## src/common/los_ais_defines.svh

```systemverilog
// Offsets, field positions, reset values and counts of the loss and alarm detector
`ifndef LOS_AIS_DEFINES_SVH
`define LOS_AIS_DEFINES_SVH
`define REG_CTRL_ADR        8'h00
`define REG_LEVEL_ADR       8'h04
`define REG_STATUS_ADR      8'h08
`define CTRL_RESET          7'h20
`define LEVEL_CODE_RESET    5'h15
`define STS_LOS_BIT         0
`define STS_AIS_BIT         1
`define STS_EVT_BIT         2
`define DECL_N_T1_ANSI      12'h0AF
`define DECL_N_T1_ITU       12'h608
`define DECL_N_E1_ITU       12'h020
`define DECL_N_E1_ETSI      12'h800
`define CLR_M_T1            8'h80
`define CLR_M_E1            8'h20
`define CLR_MARKS_T1        8'h10
`define CLR_MARKS_E1        8'h04
`define CLR_ZRUN_T1         7'h64
`define CLR_ZRUN_E1         7'h10
`define AIS_BLK_T1          14'h2000
`define AIS_BLK_E1          14'h0200
`define AIS_ZEROS_T1        4'h9
`define AIS_ZEROS_E1        4'h3
`define LVL_SAT_CODE        5'h16
`define LVL_BASE_DB         11'h004
`define LVL_MAX_DB          11'h030
`define LVL_HYST_DB         11'h004
`define SH_Q_MV             11'h320
`define SH_HYST_MV          11'h0C8
`endif

```

## src/common/los_ais_pkg.sv

```systemverilog
// Types shared by the loss and alarm detector files
package los_ais_pkg;
   typedef struct packed {
      logic        cyc;
      logic        stb;
      logic        we;
      logic [7:0]  adr;
      logic [3:0]  sel;
      logic [31:0] dat;
   } wb_req_t;

   typedef struct packed {
      logic       loss_int_mask;
      logic       cdr_enable;
      logic       long_haul;
      logic       tx_alarm_fill_enable;
      logic       rx_alarm_fill_enable;
      logic       criteria_select;
      logic       line_standard_select;
   } ctrl_t;

   typedef struct packed {
      logic [10:0] q_level;
      logic [10:0] p_level;
      logic        in_mv;
   } threshold_t;

   typedef enum logic [2:0] {
      LOS_OK       = 3'b001,
      LOS_LOST     = 3'b010,
      LOS_CLEARING = 3'b100
   } los_state_t;
endpackage : los_ais_pkg

```

## src/hw/ais_monitor.sv

```systemverilog
// Counts zeros per block of received bits and declares or clears the alarm signal
`include "los_ais_defines.svh"
module ais_monitor (
   input  wire logic clk_i,
   input  wire logic rst_i,
   input  wire logic enable_i,
   input  wire logic t1_mode_i,
   input  wire logic bit_tick_i,
   input  wire logic mark_i,
   output logic      alarm_o
);
   logic [13:0] bit_cnt_r;
   logic [3:0]  zero_cnt_r;
   logic        prev_sparse_r;
   logic        sparse;
   logic        blk_end;
   logic [13:0] blk_len;
   logic [3:0]  zero_lim;

   // E1 uses the same two-block criterion whatever the criteria bit says
   assign blk_len  = t1_mode_i ? `AIS_BLK_T1 : `AIS_BLK_E1;
   assign zero_lim = t1_mode_i ? `AIS_ZEROS_T1 : `AIS_ZEROS_E1;
   // A mode change can leave the count past the new block end; end that block at once
   assign blk_end  = bit_tick_i && (bit_cnt_r >= blk_len - 14'h0001);
   assign sparse   = (zero_cnt_r + {3'h0, ~mark_i}) < zero_lim;

   always_ff @(posedge clk_i) begin
      if (rst_i || !enable_i) begin
         bit_cnt_r  <= 14'h0000;
         zero_cnt_r <= 4'h0;
      end else if (blk_end) begin
         bit_cnt_r  <= 14'h0000;
         zero_cnt_r <= 4'h0;
      end else if (bit_tick_i) begin
         bit_cnt_r <= bit_cnt_r + 14'h0001;
         if (!mark_i && zero_cnt_r != zero_lim) begin
            zero_cnt_r <= zero_cnt_r + 4'h1;
         end
      end
   end

   always_ff @(posedge clk_i) begin
      if (rst_i || !enable_i) begin
         alarm_o       <= 1'b0;
         prev_sparse_r <= 1'b0;
      end else if (blk_end) begin
         prev_sparse_r <= sparse;
         if (t1_mode_i) begin
            alarm_o <= sparse;
         end else if (sparse && prev_sparse_r) begin
            alarm_o <= 1'b1;
         end else if (!sparse && !prev_sparse_r) begin
            alarm_o <= 1'b0;
         end
      end
   end
endmodule : ais_monitor

```

## src/hw/level_threshold_map.sv

```systemverilog
// Maps the haul mode and level code onto declare and clear thresholds
`include "los_ais_defines.svh"
module level_threshold_map (
   input  wire logic                   long_haul_i,
   input  wire logic [4:0]             level_threshold_code_i,
   output los_ais_pkg::threshold_t     thr_o
);
   import los_ais_pkg::*;
   logic [10:0] q_db;

   // Attenuation below nominal in dB: 2 dB per code step, saturating
   always_comb begin
      if (level_threshold_code_i >= `LVL_SAT_CODE) begin
         q_db = `LVL_MAX_DB;
      end else begin
         q_db = `LVL_BASE_DB + {5'h00, level_threshold_code_i, 1'b0};
      end
   end

   always_comb begin
      if (long_haul_i) begin
         thr_o.q_level = q_db;
         thr_o.p_level = q_db - `LVL_HYST_DB;
         thr_o.in_mv   = 1'b0;
      end else begin
         thr_o.q_level = `SH_Q_MV;
         thr_o.p_level = `SH_Q_MV + `SH_HYST_MV;
         thr_o.in_mv   = 1'b1;
      end
   end
endmodule : level_threshold_map

```

## src/hw/los_ais_detector.sv

```systemverilog
// Loss-of-signal and alarm detector for one line channel, with Wishbone registers
// Behaviour
// - Declare loss after N intervals below Q; pin high, interrupt unless masked.
// - Clear loss after M intervals above P, 12.5% marks, window starts at a pulse.
// - T1 mode, criteria bit 0: declare after 175 intervals.
// - T1 mode, criteria bit 1: declare after 1544 intervals.
// - T1 mode: clear window 128 bits, 12.5% marks, under 100 zeros in a row.
// - E1 mode, criteria bit 0: declare after 32 intervals.
// - E1 mode, criteria bit 1: declare after 2048 intervals.
// - E1 mode: clear window 32 bits, 12.5% marks, under 16 zeros in a row.
// - Short haul: Q is 800 mVpp, P is Q plus 200 mVpp.
// - Long haul: Q from 5-bit code, P is Q plus 4 dB, code resets to -46 dB.
// - Code steps 2 dB from -4 dB; codes 10110 and above mean -48 dB.
// - Criteria set chosen from criteria bit and line standard bit together.
// - During loss, receive fill off passes data; on sends ones on master clock.
// - During loss with transmit fill on, line sends all ones on master clock.
// - Loss detection keeps running in every loopback configuration.
// - Alarm detection runs only with clock recovery enabled; result in status.
// - E1 alarm criteria fixed; the criteria bit, which resets to 0, does not pick them.
// - E1: alarm set by two blocks of 512 under 3 zeros, cleared by two with 3+.
// - T1: alarm set by 8192-bit block under 9 zeros, cleared with 9 or more.
`include "los_ais_defines.svh"
module los_ais_detector (
   input  wire logic                   clk_i,
   input  wire logic                   rst_i,
   input  los_ais_pkg::wb_req_t        wb_i,
   output logic [31:0]                 wb_dat_o,
   output logic                        wb_ack_o,
   input  wire logic                   bit_tick_i,
   input  wire logic                   rx_data_positive_i,
   input  wire logic                   rx_data_negative_i,
   input  wire logic                   level_below_q_i,
   input  wire logic                   level_above_p_i,
   output logic                        signal_loss_pin_o,
   output logic                        loss_irq_o,
   output logic                        rx_data_positive_o,
   output logic                        rx_data_negative_o,
   output logic                        rx_clock_master_sel_o,
   output logic                        tx_alarm_ones_o,
   output los_ais_pkg::threshold_t     threshold_o
);
   import los_ais_pkg::*;

   ctrl_t       ctrl_r;
   logic [4:0]  level_threshold_code_r;
   logic        loss_event_r;
   logic        alarm_signal_status;
   los_state_t  state_r;
   los_state_t  state_nxt;
   logic [11:0] low_run_r;
   logic [7:0]  win_cnt_r;
   logic [7:0]  win_marks_r;
   logic [6:0]  zero_run_r;
   logic [11:0] decl_n;
   logic [7:0]  clr_m;
   logic [7:0]  clr_marks;
   logic [6:0]  clr_zrun;
   logic        mark;
   logic        req;
   logic        req_new;
   logic        wr_take;
   logic        zrun_hit;
   logic [7:0]  marks_sum;
   logic        los;
   logic        declare;
   logic        win_bad;
   logic        win_done;
   logic        fill_phase_r;
   threshold_t  thr;

   assign mark = rx_data_positive_i | rx_data_negative_i;
   assign los  = (state_r != LOS_OK);

   // ---- Wishbone slave ----
   assign req     = wb_i.cyc & wb_i.stb;
   // The ack cycle itself must not count as a second request
   assign req_new = req & ~wb_ack_o;
   // Writes land on the edge where the master sees ack
   assign wr_take = req & wb_i.we & wb_ack_o;

   always_ff @(posedge clk_i) begin
      if (rst_i) begin
         wb_ack_o <= 1'b0;
      end else begin
         wb_ack_o <= req_new;
      end
   end

   always_ff @(posedge clk_i) begin
      if (rst_i) begin
         wb_dat_o <= 32'h00000000;
      end else if (req_new) begin
         // Status is a snapshot taken at the request edge, the same edge that raises ack
         case (wb_i.adr)
            `REG_CTRL_ADR: begin
               wb_dat_o <= {25'h0000000, ctrl_r};
            end
            `REG_LEVEL_ADR: begin
               wb_dat_o <= {27'h0000000, level_threshold_code_r};
            end
            `REG_STATUS_ADR: begin
               wb_dat_o <= {29'h00000000, loss_event_r, alarm_signal_status, los};
            end
            default: begin
               wb_dat_o <= 32'h00000000;
            end
         endcase
      end
   end

   always_ff @(posedge clk_i) begin
      if (rst_i) begin
         ctrl_r <= ctrl_t'(`CTRL_RESET);
      end else if (wr_take && wb_i.sel[0] && wb_i.adr == `REG_CTRL_ADR) begin
         ctrl_r <= ctrl_t'(wb_i.dat[6:0]);
      end
   end

   always_ff @(posedge clk_i) begin
      if (rst_i) begin
         level_threshold_code_r <= `LEVEL_CODE_RESET;
      end else if (wr_take && wb_i.sel[0] && wb_i.adr == `REG_LEVEL_ADR) begin
         level_threshold_code_r <= wb_i.dat[4:0];
      end
   end

   // Sticky loss event: a new declaration in the clearing cycle wins
   always_ff @(posedge clk_i) begin
      if (rst_i) begin
         loss_event_r <= 1'b0;
      end else if (declare) begin
         loss_event_r <= 1'b1;
      end else if (wr_take && wb_i.sel[0] && wb_i.adr == `REG_STATUS_ADR
                   && wb_i.dat[`STS_EVT_BIT]) begin
         loss_event_r <= 1'b0;
      end
   end

   always_ff @(posedge clk_i) begin
      if (rst_i) begin
         loss_irq_o <= 1'b0;
      end else begin
         loss_irq_o <= loss_event_r & ~ctrl_r.loss_int_mask;
      end
   end

   // ---- Criteria selection ----
   always_comb begin
      case ({ctrl_r.line_standard_select, ctrl_r.criteria_select})
         2'b10: begin
            decl_n = `DECL_N_T1_ANSI;
         end
         2'b11: begin
            decl_n = `DECL_N_T1_ITU;
         end
         2'b00: begin
            decl_n = `DECL_N_E1_ITU;
         end
         default: begin
            decl_n = `DECL_N_E1_ETSI;
         end
      endcase
   end

   always_comb begin
      if (ctrl_r.line_standard_select) begin
         clr_m     = `CLR_M_T1;
         clr_marks = `CLR_MARKS_T1;
         clr_zrun  = `CLR_ZRUN_T1;
      end else begin
         clr_m     = `CLR_M_E1;
         clr_marks = `CLR_MARKS_E1;
         clr_zrun  = `CLR_ZRUN_E1;
      end
   end

   // ---- Loss declare run ----
   // Detection has no loopback input at all, so no loopback can stall it
   // Saturates at N so a long outage cannot wrap the run below the declare count
   always_ff @(posedge clk_i) begin
      if (rst_i) begin
         low_run_r <= 12'h000;
      end else if (bit_tick_i) begin
         if (!level_below_q_i || state_r == LOS_LOST) begin
            low_run_r <= 12'h000;
         end else if (low_run_r != decl_n) begin
            low_run_r <= low_run_r + 12'h001;
         end
      end
   end

   // The N-th low interval counts, so declare on the tick that reaches N
   assign declare = bit_tick_i && level_below_q_i && state_r == LOS_OK
                    && (low_run_r + 12'h001 >= decl_n);

   // ---- Loss clear window ----
   // A zero run that reaches the limit spoils the window although the level stays above P
   assign zrun_hit  = !mark && (zero_run_r + 7'h01 >= clr_zrun);
   assign win_bad   = !level_above_p_i || zrun_hit;
   assign win_done  = (win_cnt_r + 8'h01 == clr_m);
   // This interval's mark counts toward the density of the window it closes
   assign marks_sum = win_marks_r + {7'h00, mark};

   always_ff @(posedge clk_i) begin
      if (rst_i) begin
         win_cnt_r   <= 8'h00;
         win_marks_r <= 8'h00;
         zero_run_r  <= 7'h00;
      end else if (bit_tick_i) begin
         if (state_r == LOS_LOST && mark && level_above_p_i) begin
            win_cnt_r   <= 8'h01;
            win_marks_r <= 8'h01;
            zero_run_r  <= 7'h00;
         end else if (state_r == LOS_CLEARING && !win_bad && !win_done) begin
            win_cnt_r   <= win_cnt_r + 8'h01;
            win_marks_r <= win_marks_r + {7'h00, mark};
            zero_run_r  <= mark ? 7'h00 : zero_run_r + 7'h01;
         end else begin
            win_cnt_r   <= 8'h00;
            win_marks_r <= 8'h00;
            zero_run_r  <= 7'h00;
         end
      end
   end

   always_comb begin
      state_nxt = state_r;
      case (state_r)
         LOS_OK: begin
            if (declare) begin
               state_nxt = LOS_LOST;
            end
         end
         LOS_LOST: begin
            if (bit_tick_i && mark && level_above_p_i) begin
               state_nxt = LOS_CLEARING;
            end
         end
         LOS_CLEARING: begin
            if (bit_tick_i && win_bad) begin
               state_nxt = LOS_LOST;
            end else if (bit_tick_i && win_done) begin
               if (marks_sum >= clr_marks) begin
                  state_nxt = LOS_OK;
               end else begin
                  state_nxt = LOS_LOST;
               end
            end
         end
         default: begin
            state_nxt = LOS_LOST;
         end
      endcase
   end

   always_ff @(posedge clk_i) begin
      if (rst_i) begin
         state_r <= LOS_OK;
      end else begin
         state_r <= state_nxt;
      end
   end

   always_ff @(posedge clk_i) begin
      if (rst_i) begin
         signal_loss_pin_o <= 1'b0;
      end else begin
         // Taken from the next state so the pin moves on the same edge as the state
         signal_loss_pin_o <= (state_nxt != LOS_OK);
      end
   end

   // ---- Alarm fill toward system and line ----
   // Alternating marks keep the filled stream bipolar-legal
   always_ff @(posedge clk_i) begin
      if (rst_i) begin
         fill_phase_r <= 1'b0;
      end else if (bit_tick_i) begin
         fill_phase_r <= ~fill_phase_r;
      end
   end

   always_ff @(posedge clk_i) begin
      if (rst_i) begin
         rx_data_positive_o    <= 1'b0;
         rx_data_negative_o    <= 1'b0;
         rx_clock_master_sel_o <= 1'b0;
      end else begin
         // The clock select is registered, so it follows the pin one cycle late
         rx_clock_master_sel_o <= los & ctrl_r.rx_alarm_fill_enable;
         if (bit_tick_i) begin
            if (los && ctrl_r.rx_alarm_fill_enable) begin
               rx_data_positive_o <= fill_phase_r;
               rx_data_negative_o <= ~fill_phase_r;
            end else begin
               rx_data_positive_o <= rx_data_positive_i;
               rx_data_negative_o <= rx_data_negative_i;
            end
         end
      end
   end

   always_ff @(posedge clk_i) begin
      if (rst_i) begin
         tx_alarm_ones_o <= 1'b0;
      end else begin
         tx_alarm_ones_o <= los & ctrl_r.tx_alarm_fill_enable;
      end
   end

   // ---- Thresholds for the analog comparator ----
   level_threshold_map u_thr (
      .long_haul_i            (ctrl_r.long_haul),
      .level_threshold_code_i (level_threshold_code_r),
      .thr_o                  (thr)
   );

   always_ff @(posedge clk_i) begin
      if (rst_i) begin
         threshold_o <= '0;
      end else begin
         // Registered so a level write cannot glitch the comparator thresholds
         threshold_o <= thr;
      end
   end

   // Alarm detection is cleared and held idle while clock recovery is off
   ais_monitor u_ais (
      .clk_i      (clk_i),
      .rst_i      (rst_i),
      .enable_i   (ctrl_r.cdr_enable),
      .t1_mode_i  (ctrl_r.line_standard_select),
      .bit_tick_i (bit_tick_i),
      .mark_i     (mark),
      .alarm_o    (alarm_signal_status)
   );
endmodule : los_ais_detector

```

## config.mk

```make
export PLATFORM = sky130hd
export DESIGN_NAME = los_ais_detector
export DESIGN_NICKNAME = d
export VERILOG_FILES = /design/src/common/los_ais_pkg.sv /design/src/hw/ais_monitor.sv /design/src/hw/level_threshold_map.sv /design/src/hw/los_ais_detector.sv
export VERILOG_INCLUDE_DIRS = /design/src /design/src/common
export SDC_FILE = /design/constraint.sdc
export NUM_CORES = 1
export LEC_CHECK = 0
export ABC_AREA = 1
export ABC_CLOCK_PERIOD_IN_PS = 3300
export BUFFER_PORTS_ARGS = -buffer_cell sky130_fd_sc_hd__buf_2
export CORE_ASPECT_RATIO = 1.5
export CORE_MARGIN = 3
export CORE_UTILIZATION = 42
export DETAILED_ROUTE_END_ITERATION = 6
export PLACE_DENSITY = 0.69
export SLEW_MARGIN = 15
export SYNTH_ARGS = -nofsm -noshare
export SYNTH_HDL_FRONTEND = slang
export SYNTH_SLANG_ARGS = --single-unit
```

## constraint.sdc

```tcl
create_clock -name clk_i -period 3.3 [get_ports clk_i]
set_clock_uncertainty 0.15 [all_clocks]
set_input_delay 0.495 -clock clk_i [delete_from_list [all_inputs] [get_ports clk_i]]
set_output_delay 0.495 -clock clk_i [all_outputs]
set_load 0.01 [all_outputs]
```

==> flow_metrics.tcl <==
set metrics [dict create \
    first_pass_iters 4 \
    h-tree-depth 3 \
    tritoncts "yes" \
    cp_common_cell "nand2_1" \
    fin_hold_ws_ns 0.214 \
    yosysWarnings 0 \
    yosys.cell_types.count 39 \
    p_per_area_nw_per_um2 393 \
    r2r_end "signal_loss_pin_o$_SDFF_PP0_" \
    syn_area_um2 5610 \
    ant_nets 0 \
    grt_pass1_wl_um 20900 \
    area_growth_pct 11.2 \
    dp_hpwl_um 9410 \
    cts_hold_buf 0 \
    clk-insertion-delay-late_ns 0.36 \
    cts_setup_buffers 0 \
    hold_class "in -> reg" \
    cp-end-kind "flop" \
    die_h_um 148 \
    fin_crit_sh 0.831 \
    cts.sinks 100 \
    final_cell_count_no_fill 1030 \
    io_buffers 58 \
    netlist_instances 809 \
    endpoint "signal_loss_pin_o$_SDFF_PP0_" \
    ys_ff_latch 100 \
    path_buf_inv 1 \
    worstReg2RegStart "low_run_r[1]$_SDFFE_PP0P_" \
    fmax_mhz 365 \
    cts_resized 0 \
    path_delay_family "simple AND/OR/NAND/NOR gates" \
    avgSynthCellArea_um2 6.93 \
    worstPathMaxFanout 4 \
    setup_viol 0 \
    slew_headroom 0.558 \
    rsz0062_at_grt "false" \
    clock_path_buffers 2 \
    worst_slack_ns 0.559 \
    status "completed" \
    final_common_cell "nand2_1" \
    cts-root-buf "clkbuf_16" \
    start_util 0.431 \
    grt_max_degree 31 \
    fin_nets 953 \
    antennaDiodeCount 0 \
    grt_pass1_vias 4685 \
    numCtsBuffers 9 \
    final_cell_area_um2 6230 \
    hold_viol 0 \
    peakVddDrop_mv 0.223 \
    drv_cap 0 \
    hold-path-cell-count 3 \
    synth_edf_count 0 \
    die_area_um2 14800 \
    drv_slew 0 \
    async_flop_share 0 \
    critical_path.max_stage_delay_ns 0.38 \
    dpl_cell_area_um2 5940 \
    ios 116 \
    drive_gt1_frac 0.114 \
    critPathSlowestCell "dfxtp_1" \
    drt_iter0_drc 247 \
    drcViolationCount 0 \
    final_cell_mix "nand2_1, dfxtp_1, inv_1" \
    grt_remaining_overflow 0 \
    core-area_um2 13000 \
    vias 5045 \
    wl_per_cell_um 12.2 \
    row_count 51 \
    worst_pin_slew_ns 0.660 \
    dpl.cell_count 1014 \
    grtUsageTotal 0.174 \
    routabilityCongestion 0.856 \
    critical_path_class "reg -> reg" \
    cp_data_required_time_ns 3.41 \
    synth_flop_cell "dfxtp_1" \
    min_period_ns 2.74 \
    crit_chain "ha_1 -> nand2_1 -> nor2_1 -> nand3_1 -> nor3b_1 -> xor2_1 -> ha_1 -> nand2_1 -> nor2_1 -> nand3_1 -> nand4_1 -> nand2_1 -> nand2_1 -> nand3_1 -> inv_1" \
    startpoint "low_run_r[1]$_SDFFE_PP0P_" \
    place_ws_ns 0.293 \
    die_w_um 100 \
    cp_num_cells 15 \
    routed_via_density 4.90 \
    r2r_slack_ns 0.56 \
    finalSetupTns_ns 0 \
    finalWirelength_um 12600 \
    critical_path_arrival_ns 2.85 \
    cellLeakagePower_nw 2.86 \
    synth.yosys.seq_area_share 0.357 \
    antenna_found_initial 1 \
    crit_path_start_kind "flop" \
    reg2regPathDepth 15 \
    clk_pin_slew_worst_paths_ns 0.08 \
]
[layer usage]
| layer | GRT usage | wire length [µm] |
|---|---|---|
| met1 | 0.188 | 5220 |
| met5 | 0 | 7 |
| met2 | 0.324 | 6680 |
| met3 | 0.0349 | 412 |
| met4 | 0.0661 | 270 |
[flip-flops by register name, indices dropped and copies added (netlist names), 3 cells and up]
signal	flops
state_r	3
zero_run_r	7
u_ais.zero_cnt_r	4
win_cnt_r	8
u_ais.bit_cnt_r	14
wb_dat_o	7
ctrl_r	7
low_run_r	12
win_marks_r	8
threshold_o	14
level_threshold_code_r	5
[metrics by stage]
| step | total power [mW] | util |
|---|---|---|
| 6_report | 2.45 | 0.479 |
| 5_1_grt | 2.54 | 0.479 |
| 4_1_cts | 2.48 | 0.479 |
| 3_5_place_dp | 1.42 | 0.457 |
| 3_3_place_gp | 1.42 | 0.457 |
| 2_1_floorplan | 1.39 | - |
[cells in the mapped netlist (2+ instances only)]
cell type / n / share of area
a211oi_1: 2 / 0.0027
inv_2: 2 / 0.0013
xnor2_1: 9 / 0.014
dfxtp_1: 100 / 0.36
o22ai_1: 4 / 0.0045
nor3b_1: 6 / 0.0080
nand2_2: 2 / 0.0022
nand2_1: 205 / 0.14
a31oi_1: 2 / 0.0022
buf_4: 37 / 0.050
nand3b_1: 3 / 0.0040
o211ai_1: 5 / 0.0067
clkbuf_1: 11 / 0.0074
xor2_1: 16 / 0.025
nor2_2: 5 / 0.0056
nand3_1: 53 / 0.047
ha_1: 33 / 0.074
a21oi_1: 67 / 0.060
o21ai_0: 23 / 0.021
nor2_1: 85 / 0.057
buf_2: 2 / 0.0018
inv_1: 93 / 0.062
nor3_1: 15 / 0.013
nor2_4: 2 / 0.0040
nand4_1: 12 / 0.013
o31ai_1: 2 / 0.0027
[cells by family (layout without fill, tap and decap cells)]
kind of cell / count (synthesis) / count (layout) / synth area share
simple gates: 393 / 393 / 0.298
fa+ha+maj: 33 / 33 / 0.0736
other cells: 1 / 30 / 0.000669
buf+inv: 148 / 181 / 0.126
xor+xnor: 25 / 25 / 0.0390
compound gates: 109 / 109 / 0.106
flops: 100 / 100 / 0.357
[worst register-to-register path: stages (launching register included)]
cell and delay, ns:
dfxtp_1 0.38, ha_1 0.23, nand2_1 0.09, nor2_1 0.15
nand3_1 0.17, nor3b_1 0.29, xor2_1 0.25, ha_1 0.27
nand2_1 0.08, nor2_1 0.07, nand3_1 0.08, nand4_1 0.11
nand2_1 0.12, nand2_1 0.06, nand3_1 0.12, inv_1 0.04
[how the worst min path moves through the flow]
stage	startpoint	end	slack (ns)
global placement	ctrl_r[6]$_SDFFE_PP0P_	loss_irq_o$_SDFF_PP0_	0.29
floorplan	ctrl_r[6]$_SDFFE_PP0P_	loss_irq_o$_SDFF_PP0_	0.27
global route	wb_i[5]	ctrl_r[5]$_SDFFE_PP1P_	0.22
finish	wb_i[5]	ctrl_r[5]$_SDFFE_PP1P_	0.21
detailed placement	ctrl_r[6]$_SDFFE_PP0P_	loss_irq_o$_SDFF_PP0_	0.29
CTS	wb_i[6]	ctrl_r[6]$_SDFFE_PP0P_	0.21
[power breakdown]
| part | total, mW | switching, mW | internal [mW] |
|---|---|---|---|
| clock | 1.05 | 0.505 | 0.548 |
| combinational | 0.160 | 0.109 | 0.0515 |
| sequential | 1.24 | 0.0112 | 1.22 |
[final cells by class]
cell class              instances  area (µm²)
inverters                      96         360
clock inverters                 6        51.3
well taps                     159         199
multi-input cells             590        3010
repair buffers                 69         373
flip-flops and latches        100        2000
fillers                      1338        6780
clock buffers                  10         239
(Power assumes the default switching activity.)
